## src/hdl/scdsync_pkg.sv

```systemverilog
// Constants and types for the sample clock divider with sync realignment
// Notes on behaviour
// - The incoming clock is divided by any whole ratio from 1 to 8.
// - Falling-edge regeneration is on straight out of reset with no write needed.
// - Sync control bits 1 and 2 select realign on every sync pulse or only on the first after a write.
// - An accepted sync pulse returns the divider counter to its initial state.
// - With regeneration locked the internal clock is high for half the divided period, rounded up to whole input cycles.
// - Below the 40 MHz divided rate the regeneration loop is treated as dead.
// - While the loop is unlocked it is bypassed and the raw divider pulse shapes the clock.
// - Each sample is taken on the rising edge of the internal divided clock.
package scdsync_pkg;
  // ---------------------------------------------------------------------------
  // Register map
  // ---------------------------------------------------------------------------
  localparam logic [7:0] SYNC_CTRL_ADDR  = 8'h3a;
  localparam logic [7:0] DIV_CTRL_ADDR   = 8'h0b;
  localparam logic [7:0] REGEN_CTRL_ADDR = 8'h09;
  localparam int         SYNC_EN_BIT     = 1;
  localparam int         SYNC_ONCE_BIT   = 2;
  localparam int         REGEN_EN_BIT    = 0;
  localparam int         REGEN_LOCK_BIT  = 1;
  localparam logic [7:0] SYNC_CTRL_RST   = 8'h00;
  localparam logic [7:0] DIV_CTRL_RST    = 8'h00;
  localparam logic [7:0] REGEN_CTRL_RST  = 8'h01;

  // ---------------------------------------------------------------------------
  // Divider and loop timing
  // ---------------------------------------------------------------------------
  localparam int         DIV_MIN         = 1;
  localparam int         DIV_MAX         = 8;
  localparam int         CLK_MHZ         = 100;
  localparam int         CLK_PERIOD_NS   = 10;
  localparam int         REGEN_MIN_MHZ   = 40;
  localparam int         RELOCK_NS       = 1500;
  localparam int         RELOCK_CYC      = (RELOCK_NS + CLK_PERIOD_NS - 1) / CLK_PERIOD_NS;
  localparam logic [7:0] RELOCK_LAST     = 8'(RELOCK_CYC - 1);

  typedef enum logic [1:0] {LOCK_BYPASS, LOCK_ACQUIRE, LOCK_DONE} scdsync_lock_t;

  // Divide ratio from the three-bit field
  function automatic logic [3:0] scdsync_ratio(input logic [2:0] field);
    scdsync_ratio = {1'b0, field} + 4'h1;
  endfunction : scdsync_ratio
endpackage : scdsync_pkg

```

## src/hdl/scdsync_top.sv

```systemverilog
// Sample clock divider with sync realignment and duty cycle regeneration
`timescale 1ns/1ns
module scdsync_top (
  input  wire logic       i_clk,
  input  wire logic       i_rst_n,
  input  wire logic       i_sync,
  input  wire logic       i_reg_wr,
  input  wire logic [7:0] i_reg_addr,
  input  wire logic [7:0] i_reg_wdata,
  output logic      [7:0] o_reg_rdata,
  output logic            o_smp_clk,
  output logic            o_sample_strobe,
  output logic            o_regen_locked
);
  import scdsync_pkg::*;

  // ---------------------------------------------------------------------------
  // State
  // ---------------------------------------------------------------------------
  logic [2:0]    sync_q_r, sync_q_nxt;
  logic [7:0]    sync_ctrl_r, sync_ctrl_nxt;
  logic [7:0]    div_ctrl_r, div_ctrl_nxt;
  logic          regen_en_r, regen_en_nxt;
  logic          armed_r, armed_nxt;
  logic [3:0]    count_r, count_nxt;
  scdsync_lock_t lock_r, lock_nxt;
  logic [7:0]    lock_cnt_r, lock_cnt_nxt;
  logic [7:0]    rdata_nxt;
  logic          smp_clk_nxt;
  logic          strobe_nxt;
  logic          locked_nxt;
  logic [3:0]    ratio;
  logic [3:0]    high_len;
  logic          rate_ok;
  logic          sync_rise;
  logic          sync_accept;
  logic          wr_sync;
  logic          wr_div;

  // ---------------------------------------------------------------------------
  // Next values
  // ---------------------------------------------------------------------------
  always_comb begin
    ratio         = scdsync_ratio(div_ctrl_r[2:0]);
    rate_ok       = (int'(ratio) * REGEN_MIN_MHZ) <= CLK_MHZ;
    wr_sync       = i_reg_wr && (i_reg_addr == SYNC_CTRL_ADDR);
    wr_div        = i_reg_wr && (i_reg_addr == DIV_CTRL_ADDR);
    sync_q_nxt    = {sync_q_r[1:0], i_sync};
    sync_rise     = sync_q_r[1] && !sync_q_r[2];
    sync_accept   = sync_rise && sync_ctrl_r[SYNC_EN_BIT]
                    && (!sync_ctrl_r[SYNC_ONCE_BIT] || armed_r);
    sync_ctrl_nxt = wr_sync ? i_reg_wdata : sync_ctrl_r;
    div_ctrl_nxt  = wr_div ? {5'h00, i_reg_wdata[2:0]} : div_ctrl_r;
    regen_en_nxt  = (i_reg_wr && (i_reg_addr == REGEN_CTRL_ADDR))
                    ? i_reg_wdata[REGEN_EN_BIT] : regen_en_r;
    // One-shot arm: a write re-arms, the first accepted pulse disarms
    if (wr_sync) begin
      armed_nxt = 1'b1;
    end else if (sync_accept) begin
      armed_nxt = 1'b0;
    end else begin
      armed_nxt = armed_r;
    end
    // Divider counter
    if (sync_accept) begin
      count_nxt = 4'h0;
    end else if (count_r >= ratio - 4'h1) begin
      count_nxt = 4'h0;
    end else begin
      count_nxt = count_r + 4'h1;
    end
    // Regeneration loop
    lock_nxt     = lock_r;
    lock_cnt_nxt = lock_cnt_r;
    if (!regen_en_r || !rate_ok || (wr_div && i_reg_wdata[2:0] != div_ctrl_r[2:0])) begin
      lock_nxt     = LOCK_BYPASS;
      lock_cnt_nxt = 8'h00;
    end else begin
      case (lock_r)
        LOCK_BYPASS: begin
          lock_nxt     = LOCK_ACQUIRE;
          lock_cnt_nxt = 8'h00;
        end
        LOCK_ACQUIRE: begin
          if (lock_cnt_r == RELOCK_LAST) begin
            lock_nxt = LOCK_DONE;
          end else begin
            lock_cnt_nxt = lock_cnt_r + 8'h01;
          end
        end
        LOCK_DONE: lock_nxt = LOCK_DONE;
        default: lock_nxt = LOCK_BYPASS;
      endcase
    end
    high_len    = (lock_r == LOCK_DONE) ? 4'((ratio + 4'h1) >> 1) : 4'h1;
    smp_clk_nxt = count_nxt < high_len;
    strobe_nxt  = count_nxt == 4'h0;
    locked_nxt  = lock_nxt == LOCK_DONE;
    case (i_reg_addr)
      SYNC_CTRL_ADDR:  rdata_nxt = sync_ctrl_r;
      DIV_CTRL_ADDR:   rdata_nxt = div_ctrl_r;
      REGEN_CTRL_ADDR: rdata_nxt = {6'h00, lock_r == LOCK_DONE, regen_en_r};
      default:         rdata_nxt = 8'h00;
    endcase
  end

  // ---------------------------------------------------------------------------
  // Registers
  // ---------------------------------------------------------------------------
  always_ff @(posedge i_clk) begin
    if (!i_rst_n) begin
      sync_q_r        <= 3'h0;
      sync_ctrl_r     <= SYNC_CTRL_RST;
      div_ctrl_r      <= DIV_CTRL_RST;
      regen_en_r      <= REGEN_CTRL_RST[REGEN_EN_BIT];
      armed_r         <= 1'b0;
      count_r         <= 4'h0;
      lock_r          <= LOCK_BYPASS;
      lock_cnt_r      <= 8'h00;
      o_reg_rdata     <= 8'h00;
      o_smp_clk       <= 1'b0;
      o_sample_strobe <= 1'b0;
      o_regen_locked  <= 1'b0;
    end else begin
      sync_q_r        <= sync_q_nxt;
      sync_ctrl_r     <= sync_ctrl_nxt;
      div_ctrl_r      <= div_ctrl_nxt;
      regen_en_r      <= regen_en_nxt;
      armed_r         <= armed_nxt;
      count_r         <= count_nxt;
      lock_r          <= lock_nxt;
      lock_cnt_r      <= lock_cnt_nxt;
      o_reg_rdata     <= rdata_nxt;
      o_smp_clk       <= smp_clk_nxt;
      o_sample_strobe <= strobe_nxt;
      o_regen_locked  <= locked_nxt;
    end
  end

  // ---------------------------------------------------------------------------
  // Checks
  // ---------------------------------------------------------------------------
  a_div_wrap: assert property (@(posedge i_clk) disable iff (!i_rst_n)
    (!sync_accept && count_r >= ratio - 4'h1) |=> (count_r == 4'h0 && o_sample_strobe))
    else $error("divider did not wrap at ratio");
  a_regen_default: assert property (@(posedge i_clk)
    !i_rst_n ##1 i_rst_n |-> regen_en_r)
    else $error("regeneration off after reset");
  a_once_disarm: assert property (@(posedge i_clk) disable iff (!i_rst_n)
    (sync_accept && !wr_sync) |=> !armed_r ##0 (!sync_ctrl_r[SYNC_ONCE_BIT] || !sync_accept))
    else $error("one-shot sync accepted twice");
  a_sync_realign: assert property (@(posedge i_clk) disable iff (!i_rst_n)
    sync_accept |=> (count_r == 4'h0 && o_sample_strobe && o_smp_clk))
    else $error("sync did not reset divider");
  a_half_high: assert property (@(posedge i_clk) disable iff (!i_rst_n)
    (lock_r == LOCK_DONE && $stable(lock_r) && $stable(div_ctrl_r))
      |-> (o_smp_clk == ($past(count_nxt) < 4'((ratio + 4'h1) >> 1))))
    else $error("regenerated high time wrong");
  a_slow_bypass: assert property (@(posedge i_clk) disable iff (!i_rst_n)
    !rate_ok |=> (lock_r == LOCK_BYPASS && !o_regen_locked))
    else $error("loop active below minimum rate");
  a_lock_bypass: assert property (@(posedge i_clk) disable iff (!i_rst_n)
    (lock_r != LOCK_DONE) |=> (o_smp_clk == o_sample_strobe))
    else $error("unlocked clock not raw pulse");
  a_relock_time: assert property (@(posedge i_clk) disable iff (!i_rst_n)
    (lock_r == LOCK_BYPASS ##1 lock_r == LOCK_ACQUIRE) |-> !o_regen_locked [*8])
    else $error("locked too early");
  a_strobe_rise: assert property (@(posedge i_clk) disable iff (!i_rst_n)
    o_sample_strobe |-> o_smp_clk)
    else $error("sample strobe off rising edge");
  a_sync_edge: assert property (@(posedge i_clk) disable iff (!i_rst_n)
    sync_accept |-> ($past(i_sync, 2) && !$past(i_sync, 3)))
    else $error("sync accepted without rising edge");

  // ---------------------------------------------------------------------------
  // Checks on the divider and the sync path
  // ---------------------------------------------------------------------------
  a_div_step: assert property (@(posedge i_clk) disable iff (!i_rst_n)
    (!sync_accept && count_r < ratio - 4'h1) |=> (count_r == $past(count_r) + 4'h1))
    else $error("divider skipped a count");
  a_ratio_store: assert property (@(posedge i_clk) disable iff (!i_rst_n)
    wr_div |=> (div_ctrl_r == {5'h00, $past(i_reg_wdata[2:0])}))
    else $error("divide ratio not stored");
  a_refused_sync: assert property (@(posedge i_clk) disable iff (!i_rst_n)
    (sync_rise && (!sync_ctrl_r[SYNC_EN_BIT] || (sync_ctrl_r[SYNC_ONCE_BIT] && !armed_r))
      && count_r < ratio - 4'h1) |=> (count_r != 4'h0))
    else $error("refused sync realigned the divider");
  a_arm_on_write: assert property (@(posedge i_clk) disable iff (!i_rst_n)
    wr_sync |=> armed_r)
    else $error("sync control write did not arm");
  a_sync_single: assert property (@(posedge i_clk) disable iff (!i_rst_n)
    sync_accept |=> !sync_accept)
    else $error("one sync edge accepted twice");
  a_strobe_start: assert property (@(posedge i_clk) disable iff (!i_rst_n)
    o_sample_strobe |-> (count_r == 4'h0))
    else $error("sample strobe away from period start");
  a_clk_rise: assert property (@(posedge i_clk) disable iff (!i_rst_n)
    $rose(o_smp_clk) |-> o_sample_strobe)
    else $error("sample clock rose without strobe");

  // ---------------------------------------------------------------------------
  // Checks on the regeneration loop and its control
  // ---------------------------------------------------------------------------
  a_regen_store: assert property (@(posedge i_clk) disable iff (!i_rst_n)
    (i_reg_wr && i_reg_addr == REGEN_CTRL_ADDR) |=> (regen_en_r == $past(i_reg_wdata[REGEN_EN_BIT])))
    else $error("regeneration enable not stored");
  a_lock_flag: assert property (@(posedge i_clk) disable iff (!i_rst_n)
    o_regen_locked == (lock_r == LOCK_DONE))
    else $error("lock flag differs from loop state");
  a_lock_stay: assert property (@(posedge i_clk) disable iff (!i_rst_n)
    (o_regen_locked && regen_en_r && rate_ok && !wr_div) |=> o_regen_locked)
    else $error("loop lost lock without cause");
  a_disable_drop: assert property (@(posedge i_clk) disable iff (!i_rst_n)
    (i_reg_wr && i_reg_addr == REGEN_CTRL_ADDR && !i_reg_wdata[REGEN_EN_BIT]) |-> ##2 !o_regen_locked)
    else $error("loop still locked after disable");
  a_ratio_drop: assert property (@(posedge i_clk) disable iff (!i_rst_n)
    (wr_div && i_reg_wdata[2:0] != div_ctrl_r[2:0]) |=> !o_regen_locked)
    else $error("loop still locked after ratio change");
  a_lock_count: assert property (@(posedge i_clk) disable iff (!i_rst_n)
    $rose(o_regen_locked) |-> (lock_cnt_r == RELOCK_LAST))
    else $error("loop locked before relock time");
  a_slow_unlocked: assert property (@(posedge i_clk) disable iff (!i_rst_n)
    (ratio > 4'h2) |-> !o_regen_locked)
    else $error("loop locked below minimum rate");
endmodule : scdsync_top

```

## config.mk

```make
export PLATFORM = sky130hd
export DESIGN_NAME = scdsync_top
export DESIGN_NICKNAME = d
export VERILOG_FILES = /design/src/hdl/scdsync_pkg.sv /design/src/hdl/scdsync_top.sv
export SDC_FILE = /design/constraint.sdc
export NUM_CORES = 1
export LEC_CHECK = 0
export CORE_MARGIN = 3
export CORE_UTILIZATION = 67
export CTS_BUF_LIST = sky130_fd_sc_hd__clkbuf_2
export CTS_CLUSTER_DIAMETER = 150
export DETAILED_ROUTE_END_ITERATION = 16
export DONT_BUFFER_PORTS = 1
export GPL_TIMING_DRIVEN = 0
export PLACE_DENSITY = 0.82
export SETUP_SLACK_MARGIN = 0.15
export SYNTH_ARGS = -nofsm -noshare
export SYNTH_HDL_FRONTEND = slang
export SYNTH_SLANG_ARGS = --single-unit
```

## constraint.sdc

```tcl
create_clock -name i_clk -period 8.1 [get_ports i_clk]
set_clock_uncertainty 0.2 [all_clocks]
set_input_delay 0.405 -clock i_clk [delete_from_list [all_inputs] [get_ports i_clk]]
set_output_delay 0.405 -clock i_clk [all_outputs]
set_load 0.05 [all_outputs]
```

==> results.py <==
metrics = {
    "power": {
        "power_density_nw_per_um2": 143,
        "p_leak_nw": 1.00,
        "ir_worst_vdd_v": 0.000109,
    },
    "setup_path": {
        "arrival_ns": 4.00,
        "cpLargestDelayFamily": "compound AO/OA/AOI/OAI gates",
        "worstPathRequired_ns": 8.22,
        "worst-path-buf-inv": 2,
        "end_kind": "flip-flop",
        "cpMaxStageDelayCell": "dfxtp_1",
        "start_kind": "flip-flop",
        "worstPathMaxFanout": 10,
        "crit_chain": "buf_2 -> inv_1 -> ha_1 -> nor2_1 -> a21oi_1 -> a22o_1 -> nand2_1 -> ha_1 -> o21a_1 -> a211oi_2 -> and2_1 -> ha_1 -> o21ai_0 -> o21ai_0 -> mux2_2 -> a221oi_1",
        "slowest_delay_ns": 0.43,
        "cpMostUsedCell": "ha_1",
        "worstSetupPathType": "reg2reg",
    },
    "cts": {
        "cts_htree_levels": 2,
        "cts-root-buf": "clkbuf_2",
        "cts.path.max_buffers": 2,
        "clock_sinks": 41,
        "postCtsSetupRepairBufs": 0,
        "clkTransAtPathRegs_ns": 0.20,
        "clk_latency_ns": 0.41,
        "cts_tree": "built",
        "cts_buffers": 5,
    },
    "synthesis": {
        "synthCells": 228,
        "synth_cell_types": 51,
        "synth-seq-area-share_pct": 37.9,
        "synth_async_sr_flop_share_pct": 0,
        "syn_area_per_cell_um2": 9.51,
        "synthesis.nets": 262,
        "synth_edf_count": 0,
        "synth_warnings": 0,
        "synthesis.area_um2": 2170,
        "ys_ff_latch": 41,
        "synth_top_flop_cell": "dfxtp_1",
    },
    "placed_design": {
        "placedCellCount": 272,
        "place_ws_ns": 4.26,
        "place_congestion": 0.868,
        "hpwl_mm": 3.10,
        "port_buffers": 0,
        "placed_area_um2": 2220,
    },
    "global_route": {
        "met1_usage_pct": 28.2,
        "gr-total-overflow": 0,
        "grtUsageMet3_pct": 7.01,
        "grt_pass1_vias": 1708,
        "top_usage_layer": "met2",
        "grt_max_degree": 13,
        "antenna_found_initial": 0,
        "grt_usage_pct": 24.5,
        "grtUsageMet2_pct": 42.4,
        "grt_pass1_wl_mm": 7.76,
    },
    "final_layout": {
        "stdcell_count": 289,
        "post-route-util_pct": 77.4,
        "drive_gt1_share_pct": 10.2,
        "layout_common_cells": "dfxtp_1, nand2_1, ha_1",
        "final_common_cell": "dfxtp_1",
        "fillCellCount": 212,
        "diodes": 0,
        "stdcell_area_um2": 2380,
        "syn_to_final_growth_pct": 9.93,
        "nets": 279,
    },
    "sta": {
        "clock.fmax_ghz": 0.258,
        "final_max_slew_viol_count": 0,
        "relSlewSlack_pct": 65.8,
        "hold_violations": 0,
        "period_share_pct": 47.9,
        "fin_crit_ns": 3.88,
        "rsz0062_at_grt": "false",
        "setup_violations": 0,
        "final.setup.tns_ns": 0,
        "worst_slew_pin_slew_ns": 0.512,
        "setup_ws_ns": 4.22,
    },
    "route": {
        "drtAntennaViolNets": 0,
        "vias": 1744,
        "drc": 0,
        "drt_iter0_drc": 85,
        "wl_per_cell_um": 15.4,
        "drt-total-wl_mm": 4.46,
        "vias_per_cell": 6.03,
        "firstDrtPassIters": 4,
    },
    "floorplanning": {
        "start_util_pct": 70.4,
        "core_um2": 3080,
        "die_area_um2": 3960,
        "ios": 31,
        "rows": 20,
        "die_w_um": 62.9,
        "die_y_um": 62.9,
    },
    "hold_path": {
        "min-delay-path-class": "in2reg",
    },
    "run": {
        "drv_cap": 0,
    },
    "status": {
        "status": "complete, no violations",
    },
}
-- worst min-delay path: stages --
cell      delay, ns
nand2_1        0.06
a211oi_2       0.05
o211ai_2       0.08
nor3_1         0.06
-- what timing repair did --
item	4_1_cts	5_1_grt
endpoints found under the setup margin	0	0
hold buffers	10	0
gates resized for setup	0	0
hold endpoints to repair	14	0
-- registers in the layout, summed over array words and instances, names as in the netlist --
signal and cells:
regen_en_r 1, armed_r 1, o_reg_rdata 8, div_ctrl_r 3
sync_ctrl_r 8, o_sample_strobe 1, sync_q_r 3, o_regen_locked 1
count_r 4, o_smp_clk 1, lock_cnt_r 8, lock_r 2
-- through the flow --
stage          total power, mW  hold slack (ns)
3_3_place_gp             0.225            0.220
6_report                 0.342           0.0604
5_1_grt                  0.354           0.0459
4_1_cts                  0.341           0.0600
2_1_floorplan            0.223            0.212
3_5_place_dp             0.226            0.227
-- layer usage --
layer	part of all wire [%]	routed length (um)
met3	5.3	237
met1	42	1880
met5	0	0
met4	2.2	99
met2	50	2250
-- layout make-up --
cell class / instances / area (um2) / area share [%]
multi-input cells: 168 / 1250 / 52.3
plain buffers: 10 / 66.3 / 2.78
inverters: 9 / 33.8 / 1.42
flip-flops and latches: 41 / 821 / 34.4
clock inverters: 2 / 35.0 / 1.47
repair buffers: 10 / 100 / 4.20
well taps: 44 / 55.1 / 2.31
clock buffers: 5 / 25.0 / 1.05
-- worst paths after layout --
check,from,to,slack [ns],depth (start not counted)
setup / recovery,div_ctrl_r[0],o_smp_clk,4.22,16
setup reg to reg,div_ctrl_r[0],o_smp_clk,4.22,16
hold reg to reg,sync_q_r[0],sync_q_r[1],0.27,1
hold / removal,i_rst_n,lock_cnt_r[2],0.06,4
-- power by group --
| part | switching, mW | total (mW) | internal (mW) |
|---|---|---|---|
| Sequential | 0.00341 | 0.208 | 0.204 |
| Combinational | 0.00911 | 0.0193 | 0.0102 |
| Clock | 0.0647 | 0.115 | 0.0501 |
| Total | 0.0773 | 0.342 | 0.264 |
-- cell usage after synthesis (all sizes together), types with 2 or more instances --
library cell	number	area share [%]
nand2	18	3.1
nor3b	2	0.69
mux2i	5	2.3
ha	14	8.1
clkbuf	4	0.69
o211ai	3	1.5
a211o	2	0.81
a31oi	2	0.58
a21boi	11	3.8
xor2	8	3.2
nand3b	2	0.69
and2	6	1.7
a21oi	4	0.92
nor3	12	2.8
o21ai	4	0.92
nor2	4	0.69
and3	11	3.2
nor2b	8	2.3
a211oi	2	1.2
dfxtp	41	38
inv	9	1.6
nand3	10	2.3
and3b	4	1.6
mux2	3	1.6
nand4	6	2.0
nand2b	4	1.2
xnor2	6	2.8
buf	6	2.4
-- cell families after synthesis --
| group | share of synthesized area [%] |
|---|---|
| and+or+nand+nor | 25.2 |
| DFF | 37.9 |
| AOI/OAI and AO/OA | 14.4 |
| buffers and inverters | 4.62 |
| xor gates and xnor gates | 6.00 |
| adders and majority gates | 8.08 |
| muxes | 3.87 |
(Power assumes the default switching activity.)
